## config.mk

```make
export PLATFORM = sky130hd
export DESIGN_NAME = dma_band_ctrl
export DESIGN_NICKNAME = d
export VERILOG_FILES = /design/src/rtl/dma_band_ctrl.v
export VERILOG_INCLUDE_DIRS = /design/src /design/src/rtl
export SDC_FILE = /design/constraint.sdc
export NUM_CORES = 1
export LEC_CHECK = 0
export ABC_CLOCK_PERIOD_IN_PS = 13800
export BUFFER_PORTS_ARGS = -buffer_cell sky130_fd_sc_hd__clkbuf_2
export CAP_MARGIN = 20
export CORE_MARGIN = 1.5
export CORE_UTILIZATION = 45
export CTS_CLUSTER_SIZE = 8
export DETAILED_ROUTE_END_ITERATION = 12
export GPL_TIMING_DRIVEN = 1
export PLACE_DENSITY = 0.73
export SLEW_MARGIN = 10
export SYNTH_ARGS = -nofsm -noshare
export SYNTH_HDL_FRONTEND = slang
export SYNTH_SLANG_ARGS = --single-unit
```

## constraint.sdc

```tcl
create_clock -name pclk -period 13.8 [get_ports pclk]
set_clock_uncertainty 0.05 [all_clocks]
set_input_delay 2.76 -clock pclk [delete_from_list [all_inputs] [get_ports pclk]]
set_output_delay 2.76 -clock pclk [all_outputs]
set_load 0.05 [all_outputs]
```

## src/rtl/dma_band_consts.vh

```
/*
 * constants for the dma band control block: register offsets, field
 * positions, reset values and activation factor codes.
 * assumes an apb slave with byte addresses and 32-bit aligned words.
 */
`ifndef DMA_BAND_CONSTS_VH
`define DMA_BAND_CONSTS_VH

// ************************************************************
// register map
// ************************************************************
`define BAND_OFS        8'h00
`define CH_BASE_FIRST   4'h1
`define CH_BASE_LAST    4'h4
`define CH_MEM_OFS      4'h0
`define CH_IO_OFS       4'h4
`define CH_CNT_OFS      4'h8
`define CH_CTRL_OFS     4'hC

// ************************************************************
// band control fields
// ************************************************************
`define BAND_FAE_LSB    15'd14
`define BAND_ME_LSB     4'd12
`define BAND_TE_LSB     4'd8
`define BAND_EIE_LSB    4'd4
`define BAND_BIE_LSB    4'd2

// ************************************************************
// channel control fields
// ************************************************************
`define CTL_REPEAT      4'd0
`define CTL_DIR         4'd1
`define CTL_WORD        4'd2
`define CTL_DECR        4'd3
`define CTL_BURST       4'd4
`define CTL_AUTO        4'd5
`define CTL_BLOCK       4'd6
`define CTL_FACTOR_LSB  4'd8
`define CTL_MASK        16'h0F7F
`define CTL_RESET       16'h0000

// ************************************************************
// activation factors and address constants
// ************************************************************
`define FCT_CONV        4'h1
`define FCT_SER_TX      4'h4
`define FCT_SER_RX      4'h5
`define FCT_TMR0        4'h8
`define FCT_TMR1        4'h9
`define FCT_TMR2        4'hA
`define IO_UPPER        8'hFF
`define STEP_BYTE       24'h000001
`define STEP_WORD       24'h000002
`define CNT_ONE         16'h0001

`endif

```

## src/rtl/dma_band_ctrl.v

```verilog
/*
 * dma enable and interrupt control with short address sequential and
 * idle modes, four channels, registers over apb.
 * assumes peripheral requests are one-cycle pulses on pclk and the
 * nmi pin is asynchronous.
 */
`timescale 1ns/100ps
`include "dma_band_consts.vh"

module dma_band_ctrl (
	input  wire        pclk,
	input  wire        presetn,
	input  wire [7:0]  paddr,
	input  wire        psel,
	input  wire        penable,
	input  wire        pwrite,
	input  wire [31:0] pwdata,
	output reg  [31:0] prdata,
	output wire        pready,
	output reg         pslverr,
	input  wire        nmi_pin,
	input  wire [5:0]  periph_req,
	output reg  [5:0]  periph_irq,
	output reg  [3:0]  end_irq,
	output reg  [1:0]  break_irq,
	output reg         xfer_strobe,
	output reg  [1:0]  xfer_channel,
	output reg  [23:0] xfer_src_addr,
	output reg  [23:0] xfer_dst_addr,
	output reg         xfer_word,
	output reg         bus_hold
);

// ************************************************************
// apb decode
// ************************************************************
wire        acc      = psel & penable;
wire        wr       = acc & pwrite;
wire        rd       = acc & ~pwrite;
wire        band_sel = (paddr == `BAND_OFS);
wire        ch_hit   = (paddr[7:4] >= `CH_BASE_FIRST) && (paddr[7:4] <= `CH_BASE_LAST) && (paddr[1:0] == 2'b00);
wire [1:0]  ch_idx   = paddr[5:4] - 2'd1;
wire [3:0]  ch_reg   = paddr[3:0];

// no wait states: every register answers in the access phase
assign pready = 1'b1;

// ************************************************************
// state
// ************************************************************
reg  [1:0]  fae_reg;
reg  [1:0]  me_reg;
reg  [3:0]  te_reg;
reg  [3:0]  eie_reg;
reg  [1:0]  bie_reg;
reg  [1:0]  me_arm_reg;
reg  [3:0]  te_arm_reg;
reg  [23:0] mem_reg  [0:3];
reg  [15:0] io_reg   [0:3];
reg  [15:0] cnt_reg  [0:3];
reg  [15:0] ctrl_reg [0:3];
reg  [3:0]  pend_reg;
reg  [3:0]  gap_reg;
reg         burst_reg;
reg  [1:0]  burst_ch_reg;
reg  [2:0]  nmi_sync_reg;
reg         nmi_level_reg;

reg  [1:0]  me_next;
reg  [3:0]  te_next;
reg  [1:0]  me_arm_next;
reg  [3:0]  te_arm_next;

wire [3:0]  run;
wire [3:0]  elig;
wire [3:0]  src_hit;
wire [3:0]  auto_ok;
wire [3:0]  done;
wire [5:0]  claim_vec [0:3];

// ************************************************************
// nmi pin: three stages, change counts once stages two and three agree
// ************************************************************
// the level only moves when two stages agree, so a glitch on the
// pin shorter than a clock never counts as an edge
wire nmi_agree = (nmi_sync_reg[1] == nmi_sync_reg[2]);
wire nmi_rise  = nmi_agree & nmi_sync_reg[2] & ~nmi_level_reg;

always @(posedge pclk or negedge presetn) begin
	if (!presetn) begin
		nmi_sync_reg  <= 3'b000;
		nmi_level_reg <= 1'b0;
	end else begin
		nmi_sync_reg <= {nmi_sync_reg[1:0], nmi_pin};
		if (nmi_agree)
			nmi_level_reg <= nmi_sync_reg[2];
	end
end

// ************************************************************
// per channel qualification
// ************************************************************
function [2:0] factor_index;
	input [3:0] f;
	begin
		case (f)
			`FCT_CONV:   factor_index = 3'd0;
			`FCT_SER_TX: factor_index = 3'd1;
			`FCT_SER_RX: factor_index = 3'd2;
			`FCT_TMR0:   factor_index = 3'd3;
			`FCT_TMR1:   factor_index = 3'd4;
			`FCT_TMR2:   factor_index = 3'd5;
			default:     factor_index = 3'd7;
		endcase
	end
endfunction

// grant: an owned burst keeps the bus, else lowest channel wins
reg         gnt_valid;
reg  [1:0]  gnt_ch;
integer     k;

always @* begin
	gnt_valid = 1'b0;
	gnt_ch    = 2'd0;
	if (burst_reg && elig[burst_ch_reg]) begin
		gnt_valid = 1'b1;
		gnt_ch    = burst_ch_reg;
	end else begin
		for (k = 3; k >= 0; k = k - 1) begin
			if (elig[k]) begin
				gnt_valid = 1'b1;
				gnt_ch    = k[1:0];
			end
		end
	end
end

genvar c;
generate
	for (c = 0; c < 4; c = c + 1) begin : g_ch
		wire [2:0]  fidx   = factor_index(ctrl_reg[c][11:8]);
		wire        pair_full = fae_reg[c/2];
		wire        is_b   = (c % 2) == 1;
		wire        idle   = ctrl_reg[c][`CTL_REPEAT] & eie_reg[c];
		wire        granted = gnt_valid && (gnt_ch == c);
		wire [23:0] step   = ctrl_reg[c][`CTL_WORD] ? `STEP_WORD : `STEP_BYTE;
		wire        sw_sel = wr && ch_hit && (ch_idx == c);

		assign run[c]     = me_reg[c/2] & te_reg[c] & ~(pair_full & is_b);
		assign src_hit[c] = (fidx != 3'd7) && periph_req[fidx];
		assign auto_ok[c] = pair_full & ctrl_reg[c][`CTL_AUTO];
		assign elig[c]    = run[c] & (auto_ok[c] ? ~gap_reg[c] : pend_reg[c]);
		assign done[c]    = granted && (cnt_reg[c] == `CNT_ONE);
		assign claim_vec[c] = (te_reg[c] && fidx != 3'd7) ? (6'h01 << fidx) : 6'h00;

		always @(posedge pclk or negedge presetn) begin
			if (!presetn) begin
				mem_reg[c]  <= 24'h000000;
				io_reg[c]   <= 16'h0000;
				cnt_reg[c]  <= 16'h0000;
				ctrl_reg[c] <= `CTL_RESET;
				pend_reg[c] <= 1'b0;
				gap_reg[c]  <= 1'b0;
			end else begin
				// set wins over the grant that clears it
				pend_reg[c] <= run[c] & (src_hit[c] | (pend_reg[c] & ~granted));
				gap_reg[c]  <= granted & ~ctrl_reg[c][`CTL_BURST];
				if (sw_sel && ch_reg == `CH_MEM_OFS)
					mem_reg[c] <= pwdata[23:0];
				else if (granted && !idle) begin
					if (ctrl_reg[c][`CTL_DECR])
						mem_reg[c] <= mem_reg[c] - step;
					else
						mem_reg[c] <= mem_reg[c] + step;
				end
				if (sw_sel && ch_reg == `CH_IO_OFS)
					io_reg[c] <= pwdata[15:0];
				// zero wraps to ffff, giving 65536 transfers
				if (sw_sel && ch_reg == `CH_CNT_OFS)
					cnt_reg[c] <= pwdata[15:0];
				else if (granted)
					cnt_reg[c] <= cnt_reg[c] - `CNT_ONE;
				if (sw_sel && ch_reg == `CH_CTRL_OFS)
					ctrl_reg[c] <= pwdata[15:0] & `CTL_MASK;
			end
		end
	end
endgenerate

// ************************************************************
// end request
// ************************************************************
// a plain level: software cancels it through the enables only,
// so nothing here needs to remember that a count ran out
always @(posedge pclk or negedge presetn) begin
	if (!presetn)
		end_irq <= 4'b0000;
	else
		end_irq <= eie_reg & ~te_reg;
end

// ************************************************************
// enable bits: read-as-zero arming, software writes, hardware clears
// ************************************************************
wire [23:0] g_mem  = mem_reg[gnt_ch];
wire [23:0] g_io   = {`IO_UPPER, io_reg[gnt_ch]};
wire [15:0] g_ctrl = ctrl_reg[gnt_ch];
// a block-mode channel ignores nmi entirely: no clear, no suspend
wire        nmi_hit = nmi_rise & burst_reg & ~ctrl_reg[burst_ch_reg][`CTL_BLOCK];
wire        nmi_pair = burst_ch_reg[1];
integer     b;

always @* begin
	me_next     = me_reg;
	te_next     = te_reg;
	me_arm_next = me_arm_reg;
	te_arm_next = te_arm_reg;
	if (rd && band_sel) begin
		me_arm_next = ~me_reg;
		te_arm_next = ~te_reg;
	end
	if (wr && band_sel) begin
		me_arm_next = 2'b00;
		te_arm_next = 4'b0000;
		for (b = 0; b < 2; b = b + 1) begin
			if (!pwdata[12 + b])
				me_next[b] = 1'b0;
			else if (me_arm_reg[b])
				me_next[b] = 1'b1;
		end
		for (b = 0; b < 4; b = b + 1) begin
			if (!pwdata[8 + b])
				te_next[b] = 1'b0;
			else if (te_arm_reg[b])
				te_next[b] = 1'b1;
		end
	end
	// the channel's own state is kept, so a later re-enable resumes it
	if (nmi_hit)
		me_next[nmi_pair] = 1'b0;
	te_next = te_next & ~done;
end

always @(posedge pclk or negedge presetn) begin
	if (!presetn) begin
		fae_reg      <= 2'b00;
		me_reg       <= 2'b00;
		te_reg       <= 4'b0000;
		eie_reg      <= 4'b0000;
		bie_reg      <= 2'b00;
		me_arm_reg   <= 2'b00;
		te_arm_reg   <= 4'b0000;
		burst_reg    <= 1'b0;
		burst_ch_reg <= 2'd0;
		break_irq    <= 2'b00;
		periph_irq   <= 6'h00;
		bus_hold     <= 1'b0;
	end else begin
		me_reg     <= me_next;
		te_reg     <= te_next;
		me_arm_reg <= me_arm_next;
		te_arm_reg <= te_arm_next;
		if (wr && band_sel) begin
			fae_reg <= pwdata[15:14];
			eie_reg <= pwdata[7:4];
			bie_reg <= pwdata[3:2];
		end
		if (nmi_hit)
			burst_reg <= 1'b0;
		else if (gnt_valid) begin
			burst_reg    <= auto_ok[gnt_ch] & g_ctrl[`CTL_BURST] & ~done[gnt_ch];
			burst_ch_reg <= gnt_ch;
		end else if (burst_reg && !run[burst_ch_reg])
			burst_reg <= 1'b0;
		bus_hold   <= (gnt_valid & auto_ok[gnt_ch] & g_ctrl[`CTL_BURST] & ~done[gnt_ch]) & ~nmi_hit;
		break_irq  <= bie_reg & ~me_reg;
		periph_irq <= periph_req & ~(claim_vec[0] | claim_vec[1] | claim_vec[2] | claim_vec[3]);
	end
end

// ************************************************************
// transfer strobe
// ************************************************************
always @(posedge pclk or negedge presetn) begin
	if (!presetn) begin
		xfer_strobe   <= 1'b0;
		xfer_channel  <= 2'd0;
		xfer_src_addr <= 24'h000000;
		xfer_dst_addr <= 24'h000000;
		xfer_word     <= 1'b0;
	end else begin
		xfer_strobe <= gnt_valid;
		if (gnt_valid) begin
			xfer_channel  <= gnt_ch;
			xfer_word     <= g_ctrl[`CTL_WORD];
			xfer_src_addr <= g_ctrl[`CTL_DIR] ? g_io : g_mem;
			xfer_dst_addr <= g_ctrl[`CTL_DIR] ? g_mem : g_io;
		end
	end
end

// ************************************************************
// apb read and error
// ************************************************************
// band word: [15:14] full mode, [13:12] master, [11:8] transfer,
// [7:4] end enables, [3:2] break enables, [1:0] read as zero
wire [31:0] band_word = {16'h0000, fae_reg, me_reg, te_reg, eie_reg, bie_reg, 2'b00};

// reads are side-effect free except the arming above
always @* begin
	prdata  = 32'h00000000;
	pslverr = 1'b0;
	if (acc) begin
		if (band_sel)
			prdata = band_word;
		else if (ch_hit) begin
			case (ch_reg)
				`CH_MEM_OFS:  prdata = {8'h00, mem_reg[ch_idx]};
				`CH_IO_OFS:   prdata = {16'h0000, io_reg[ch_idx]};
				`CH_CNT_OFS:  prdata = {16'h0000, cnt_reg[ch_idx]};
				`CH_CTRL_OFS: prdata = {16'h0000, ctrl_reg[ch_idx]};
				default:      prdata = 32'h00000000;
			endcase
		end else
			pslverr = 1'b1;
	end
end

endmodule // dma_band_ctrl

```

======== After elaboration in Yosys (flattened, before gate mapping) ========
Index checks and enable logic that the tools add are counted.
cells by class
  mux-type cells .......................... 119
  order comparisons ....................... 13
  bitwise logic cells ..................... 82
  reductions and logical operators ........ 69
  equal/unequal tests ..................... 42
  add/sub/neg operators ................... 13
  shift operators ......................... 4
operators by type and width
  cell                   number
  $mux 24                21
  $mux 16                16
  $bmux 16 s2            6
  $add 24x2->24          4
  $bmux 24 s2            2
  $pmux 24 s4            1
  $sub 24x2->24          4
  $pmux 3 s6             4
  $eq 16x1->1 const B    4
  $sub 16x1->16 const B  4
  $eq 4x4->1 const B     14
  $logic_and 1x1->1      48
  $and 1x1->1            43
  $eq 4x3->1 const B     9
  $mux 1                 36
  $mux 2                 13
  $mux 6                 4
  $shl 1x3->6 const A    4
  $not 1->1              19
  $or 6x6->6             3
  $reduce_bool 2->1      9
  $eq 4x1->1 const B     4
  $lt 3x4->1 const B     4
  $mux 7                 2
  30 further kinds       64
storage, ports and cells
  word-level logic and storage cells ...... 386
  register bits ........................... 368

======== Longest topological paths before layout ========
  depth after elaboration ................. 17
  gate-level depth with buffers ........... 15
  depth with buffers taken out ............ 14

======== Worst setup path before layout ========
Ideal clock, no wire load.
  path kind ............................... in2out
  from .................................... input port paddr[4]
  to ...................................... output port prdata[1]
  required time ........................... 10990 ps
  stages on the path ...................... 10
  path slack .............................. 4273 ps
  arrival ................................. 6717 ps
  cells stage by stage .................... clkbuf_1 > clkbuf_1 > clkbuf_1 > inv_1 > ha_1 > clkbuf_1 > clkbuf_1 > mux4_2 > a22oi_1 > a211oi_1
on the way
  word-level cells in the longest chain between the ends .. 9
RTL lines
  item                                                                       line                 source
  from (decl)                                                                dma_band_ctrl.v:13   input wire [7:0] paddr,
  $sub 2x1->2                                                                dma_band_ctrl.v:42   wire [1:0] ch_idx = paddr[5:4] - 2'd1;
  $not 2->3 (not written as such)                                            n/a
  $bmux 16 s2, or another cell as far along                                  dma_band_ctrl.v:322  `CH_CTRL_OFS: prdata = {16'h0000, ctrl_reg[ch_idx]};
  $mux 16 (not written as such), or another cell as far along (2 in series)  dma_band_ctrl.v:322
  $pmux 24 s4                                                                dma_band_ctrl.v:318  case (ch_reg)
  $mux 24                                                                    dma_band_ctrl.v:317  else if (ch_hit) begin
  $mux 24 (*)                                                                dma_band_ctrl.v:315  if (band_sel)
  $mux 24 (*)                                                                dma_band_ctrl.v:314  if (acc) begin
  to (decl)                                                                  dma_band_ctrl.v:18   output reg [31:0] prdata,
Mark *: on every way between the ends. The rest lies on a longest branch, timed or not. The select of a mux whose other input is x is not followed.

======== Worst setup path after layout ========
  from .................................... input port paddr[4]
  to ...................................... output port prdata[14]
The elaborated chain is that of the path after synthesis.

==> results.txt <==
- Status: finished, final reports clean
- The final route contains 21400 vias.
- After Yosys synthesis, XOR and XNOR cells account for 4.52% of the synthesized area.
- Sequential fraction of the synthesis area: 37.0%
- In this run, CTS created clock tree buffers numbering 51.
* Effective utilization at floorplan: 45.8%
- The tool flagged a number of max-cap violations equal to 0.
- CTS built an H-tree with a depth of 2.
- After filler insertion, the fill cell instance count of the layout stands at 4821.
- Post-CTS Setup Inserts: 0
* Peak VDD IR: 0.0000855 V
* Die footprint: 0.0565 mm2
- Number of flip-flops in the largest register: 96
* Number of register bits inferred by synthesis: 366
- PostCTS Resize Cnt: 0
* Synth Area in Adders: 5.72%
- Total count of max-transition violations in the final report: 0
- Of the post-synthesis cell area, the part taken by muxes is 13.7%.
* Cell type with the highest aggregate area in the netlist: sky130_fd_sc_hd__dfrtp_1
- The floorplan has 85 rows.
- Post-detailed-route count of antenna-violating nets: 0
- Area share of the leading cell type in the synthesized netlist: 37.0%
- Max FO, Critical Path: 51
* Slew HR: 29.8%
- Maximum clock path buffer count: 3
- Drt total wl: 76.9 mm
- Largest family of logic cells by synthesized area: simple AND/OR/NAND/NOR gates
- Area contributors post-synth: sky130_fd_sc_hd__dfrtp_1 (37%), sky130_fd_sc_hd__mux4_2 (6.2%), sky130_fd_sc_hd__nand2_1 (5.6%)
- Summing the areas of all compound-gate instances in the mapped netlist gives 17.4% of the synthesized area.
* Post-CTS Hold Fix Bufs: 0
- Crit. End Element: output port
- Crit share post-route: 67.2%
- Clock network latency to the later pin of the worst-skew pair: 0.62 ns
- The first global-routing pass estimated 118 mm of wire.
- Flip-flop and latch area: 0.00916 mm2
* Synthesized instance count: 2716
- The core region is 0.0541 mm2.
- The cell sitting at the root of the clock tree is a sky130_fd_sc_hd__clkbuf_16.
- Number of different library cells in the post-synthesis netlist: 83
- CP arrival: 6.46 ns
- Routability-driven placement finished with a final weighted congestion of 0.942.
- At the worst endpoint, the required time is 10.99 ns.
- Detailed Route Iter0 Violations: 2063
- Count of warnings emitted by yosys: 0
* TritonRoute pass-1 iters: 5
- Async set-reset flop share out of synthesis: 100%
* CTS sink count: 366
- A synthesized cell averages 9.13 um2.
* Clock transition at path regs: 0.05 ns
- Standby leakage power: 11.7 nW
- Setup repair after global routing left no endpoint under its margin.
- Post-synthesis share of cell area spent on and, or, nand and nor gates: 17.9%
- Achievable clock frequency: 0.108 GHz
* Top-Level Pins: 151
- Summed over all failing endpoints, the final setup total negative slack is 0 ns.
* Largest net degree at the start of global routing: 112
* Pwr Density: 88.3 mW/mm2
* Total number of nets in the final design: 2920
- In this run, synthesis inferred 0 flip-flops with an integrated enable.
* Final count of negative-setup-slack endpoints: 0
- Final critical-path required period: 9.27 ns
- Antenna violations before repair: 2
- The wire-length estimate of the detail-placed layout is 54.5 mm.
* Final core occ: 50.4%
- Input and output buffers added on the ports amount to 133.
- Chip Height: 238 um
- Global routing used 26.8% of the available tracks.
- Dividing the detail-routed wire length by the instance count gives 22.2 um.
* Slew at the pin with the worst max-slew slack: 1.05 ns
- The path class of the tightest hold or removal check is reg -> reg.
- Power comes to 0.00241 W.
* Number of vias per cell after detailed routing: 6.20
- CTS tree: yes
- Share of final-layout standard cells stronger than drive strength 1: 15.2%
- Main flop type after synthesis: sky130_fd_sc_hd__dfrtp_1
* Congestion Overflow GR: 0
* Cell area after synthesis: 0.0248 mm2
* Die W: 238 um
- Footprint of the multi-input gates: 0.0148 mm2
- Number of hold-slack violations in the final timing report: 0
* Startpoint type of the worst setup path: input port
* DRC viols: 0
* Vias in the first global route: 20300
- Area growth syn-to-layout: 9.98%
- # diodes: 0
- Kind of critical path: in -> out
[routing by layer]
| layer | global-route usage [%] | share of wire [%] | up-vias |
|---|---|---|---|
| met5 | 0 | 0.038 | - |
| met4 | 11.0 | 3.9 | 4 |
| met3 | 5.26 | 9.0 | 152 |
| met2 | 40.7 | 45 | 909 |
| met1 | 37.5 | 43 | 10500 |
| li1 | - | - | 9862 |
[metrics by stage]
| step | hold WS [ns] | setup WS (ns) | area (um2) | std cells |
|---|---|---|---|---|
| floorplan | 0.281 | 4.27 | 24800 | 2723 |
| global placement | 0.294 | 4.65 | 25900 | 3397 |
| detailed placement | 0.287 | 4.60 | 25900 | 3397 |
| CTS | 0.308 | 4.59 | 27200 | 3453 |
| global route | 0.312 | 4.50 | 27300 | 3456 |
| finish | 0.306 | 4.53 | 27300 | 3456 |
[worst paths after layout]
check | end | slack [ns] | start | cells past startpoint
hold reg to reg | nmi_sync_reg[1]$_DFF_PN0_ | 0.31 | nmi_sync_reg[0]$_DFF_PN0_ | 0
max in group asynchronous | cnt_reg[53]$_DFFE_PN0P_ | 9.28 | presetn | 3
setup / recovery | prdata[14] | 4.53 | paddr[4] | 9
hold / removal | nmi_sync_reg[1]$_DFF_PN0_ | 0.31 | nmi_sync_reg[0]$_DFF_PN0_ | 0
min in group asynchronous | xfer_src_addr[23]$_DFFE_PN0N_ | 2.14 | presetn | 1
setup reg to reg | mem_reg[23]$_DFFE_PN0P_ | 9.58 | te_reg[2]$_DFF_PN0_ | 12
[cells by family after synthesis]
logic type,Yosys count
xor+xnor,128
compound gates,699
other cells,2
flops,366
fa+ha+maj,111
mux,236
buf+inv,231
simple gates,943
[synthesized netlist by cell type (6+ instances only)]
library cell,count
sky130_fd_sc_hd__nand3b_1,11
sky130_fd_sc_hd__mux2_2,110
sky130_fd_sc_hd__xnor2_1,79
sky130_fd_sc_hd__nor4_1,13
sky130_fd_sc_hd__nand4_1,8
sky130_fd_sc_hd__ha_1,107
sky130_fd_sc_hd__or4_1,10
sky130_fd_sc_hd__a211oi_1,59
sky130_fd_sc_hd__mux2i_1,54
sky130_fd_sc_hd__or3_1,15
sky130_fd_sc_hd__nor3b_1,11
sky130_fd_sc_hd__and3_1,32
sky130_fd_sc_hd__o22ai_1,8
sky130_fd_sc_hd__a22oi_1,22
sky130_fd_sc_hd__a21oi_1,200
sky130_fd_sc_hd__o31ai_1,18
sky130_fd_sc_hd__xor2_1,49
sky130_fd_sc_hd__nor2_1,235
sky130_fd_sc_hd__o21ai_1,63
sky130_fd_sc_hd__dfrtp_1,366
sky130_fd_sc_hd__buf_2,16
sky130_fd_sc_hd__o21a_1,16
sky130_fd_sc_hd__mux4_2,68
sky130_fd_sc_hd__nor3_1,62
sky130_fd_sc_hd__o211ai_1,8
sky130_fd_sc_hd__inv_1,50
sky130_fd_sc_hd__and2_0,34
sky130_fd_sc_hd__buf_1,9
sky130_fd_sc_hd__nand2b_1,35
sky130_fd_sc_hd__nor2b_1,29
sky130_fd_sc_hd__o21bai_1,6
sky130_fd_sc_hd__and2_1,12
sky130_fd_sc_hd__a31oi_1,61
sky130_fd_sc_hd__o21ai_0,119
sky130_fd_sc_hd__a22o_1,14
sky130_fd_sc_hd__a21o_1,53
sky130_fd_sc_hd__clkbuf_1,141
sky130_fd_sc_hd__nand3_1,35
sky130_fd_sc_hd__buf_4,9
sky130_fd_sc_hd__nand2_1,367
[power by group]
| part | internal (W) | switching, W |
|---|---|---|
| clock network | 0.000651 | 0.000478 |
| registers | 0.00108 | 0.00000819 |
| logic | 0.0000608 | 0.000127 |
| total | 0.00179 | 0.000612 |
[layout make-up]
type                    instances  share of cell area (%)
multi-input cells            2126                    54.2
flip-flops and latches        366                    33.6
clock buffers                  53                    4.71
repair buffers                160                    3.41
well taps                     696                    3.19
inverters                      52                   0.716
clock inverters                 3                   0.193
[layout by cell type (no fill, tap or decap), types with 61 or more instances in the layout]
cell type and instances:
sky130_fd_sc_hd__nor3_1 61, sky130_fd_sc_hd__nor2_1 235, sky130_fd_sc_hd__a31oi_1 61, sky130_fd_sc_hd__a21oi_1 200, sky130_fd_sc_hd__o21ai_0 119, sky130_fd_sc_hd__mux4_2 68
sky130_fd_sc_hd__nand2_1 367, sky130_fd_sc_hd__xnor2_1 79, sky130_fd_sc_hd__o21ai_1 63, sky130_fd_sc_hd__clkbuf_2 131, sky130_fd_sc_hd__ha_1 106, sky130_fd_sc_hd__dfrtp_1 366
sky130_fd_sc_hd__mux2_2 109
[critical path, cell delays in order]
cell and delay, ns:
sky130_fd_sc_hd__buf_4 0.49, sky130_fd_sc_hd__inv_1 0.23, sky130_fd_sc_hd__ha_4 0.48, sky130_fd_sc_hd__buf_4 0.72, sky130_fd_sc_hd__mux4_2 0.46, sky130_fd_sc_hd__mux2i_1 0.58
sky130_fd_sc_hd__o22ai_1 0.19, sky130_fd_sc_hd__a22o_1 0.24, sky130_fd_sc_hd__clkbuf_2 0.24
Power figures use the tool's default switching activity.
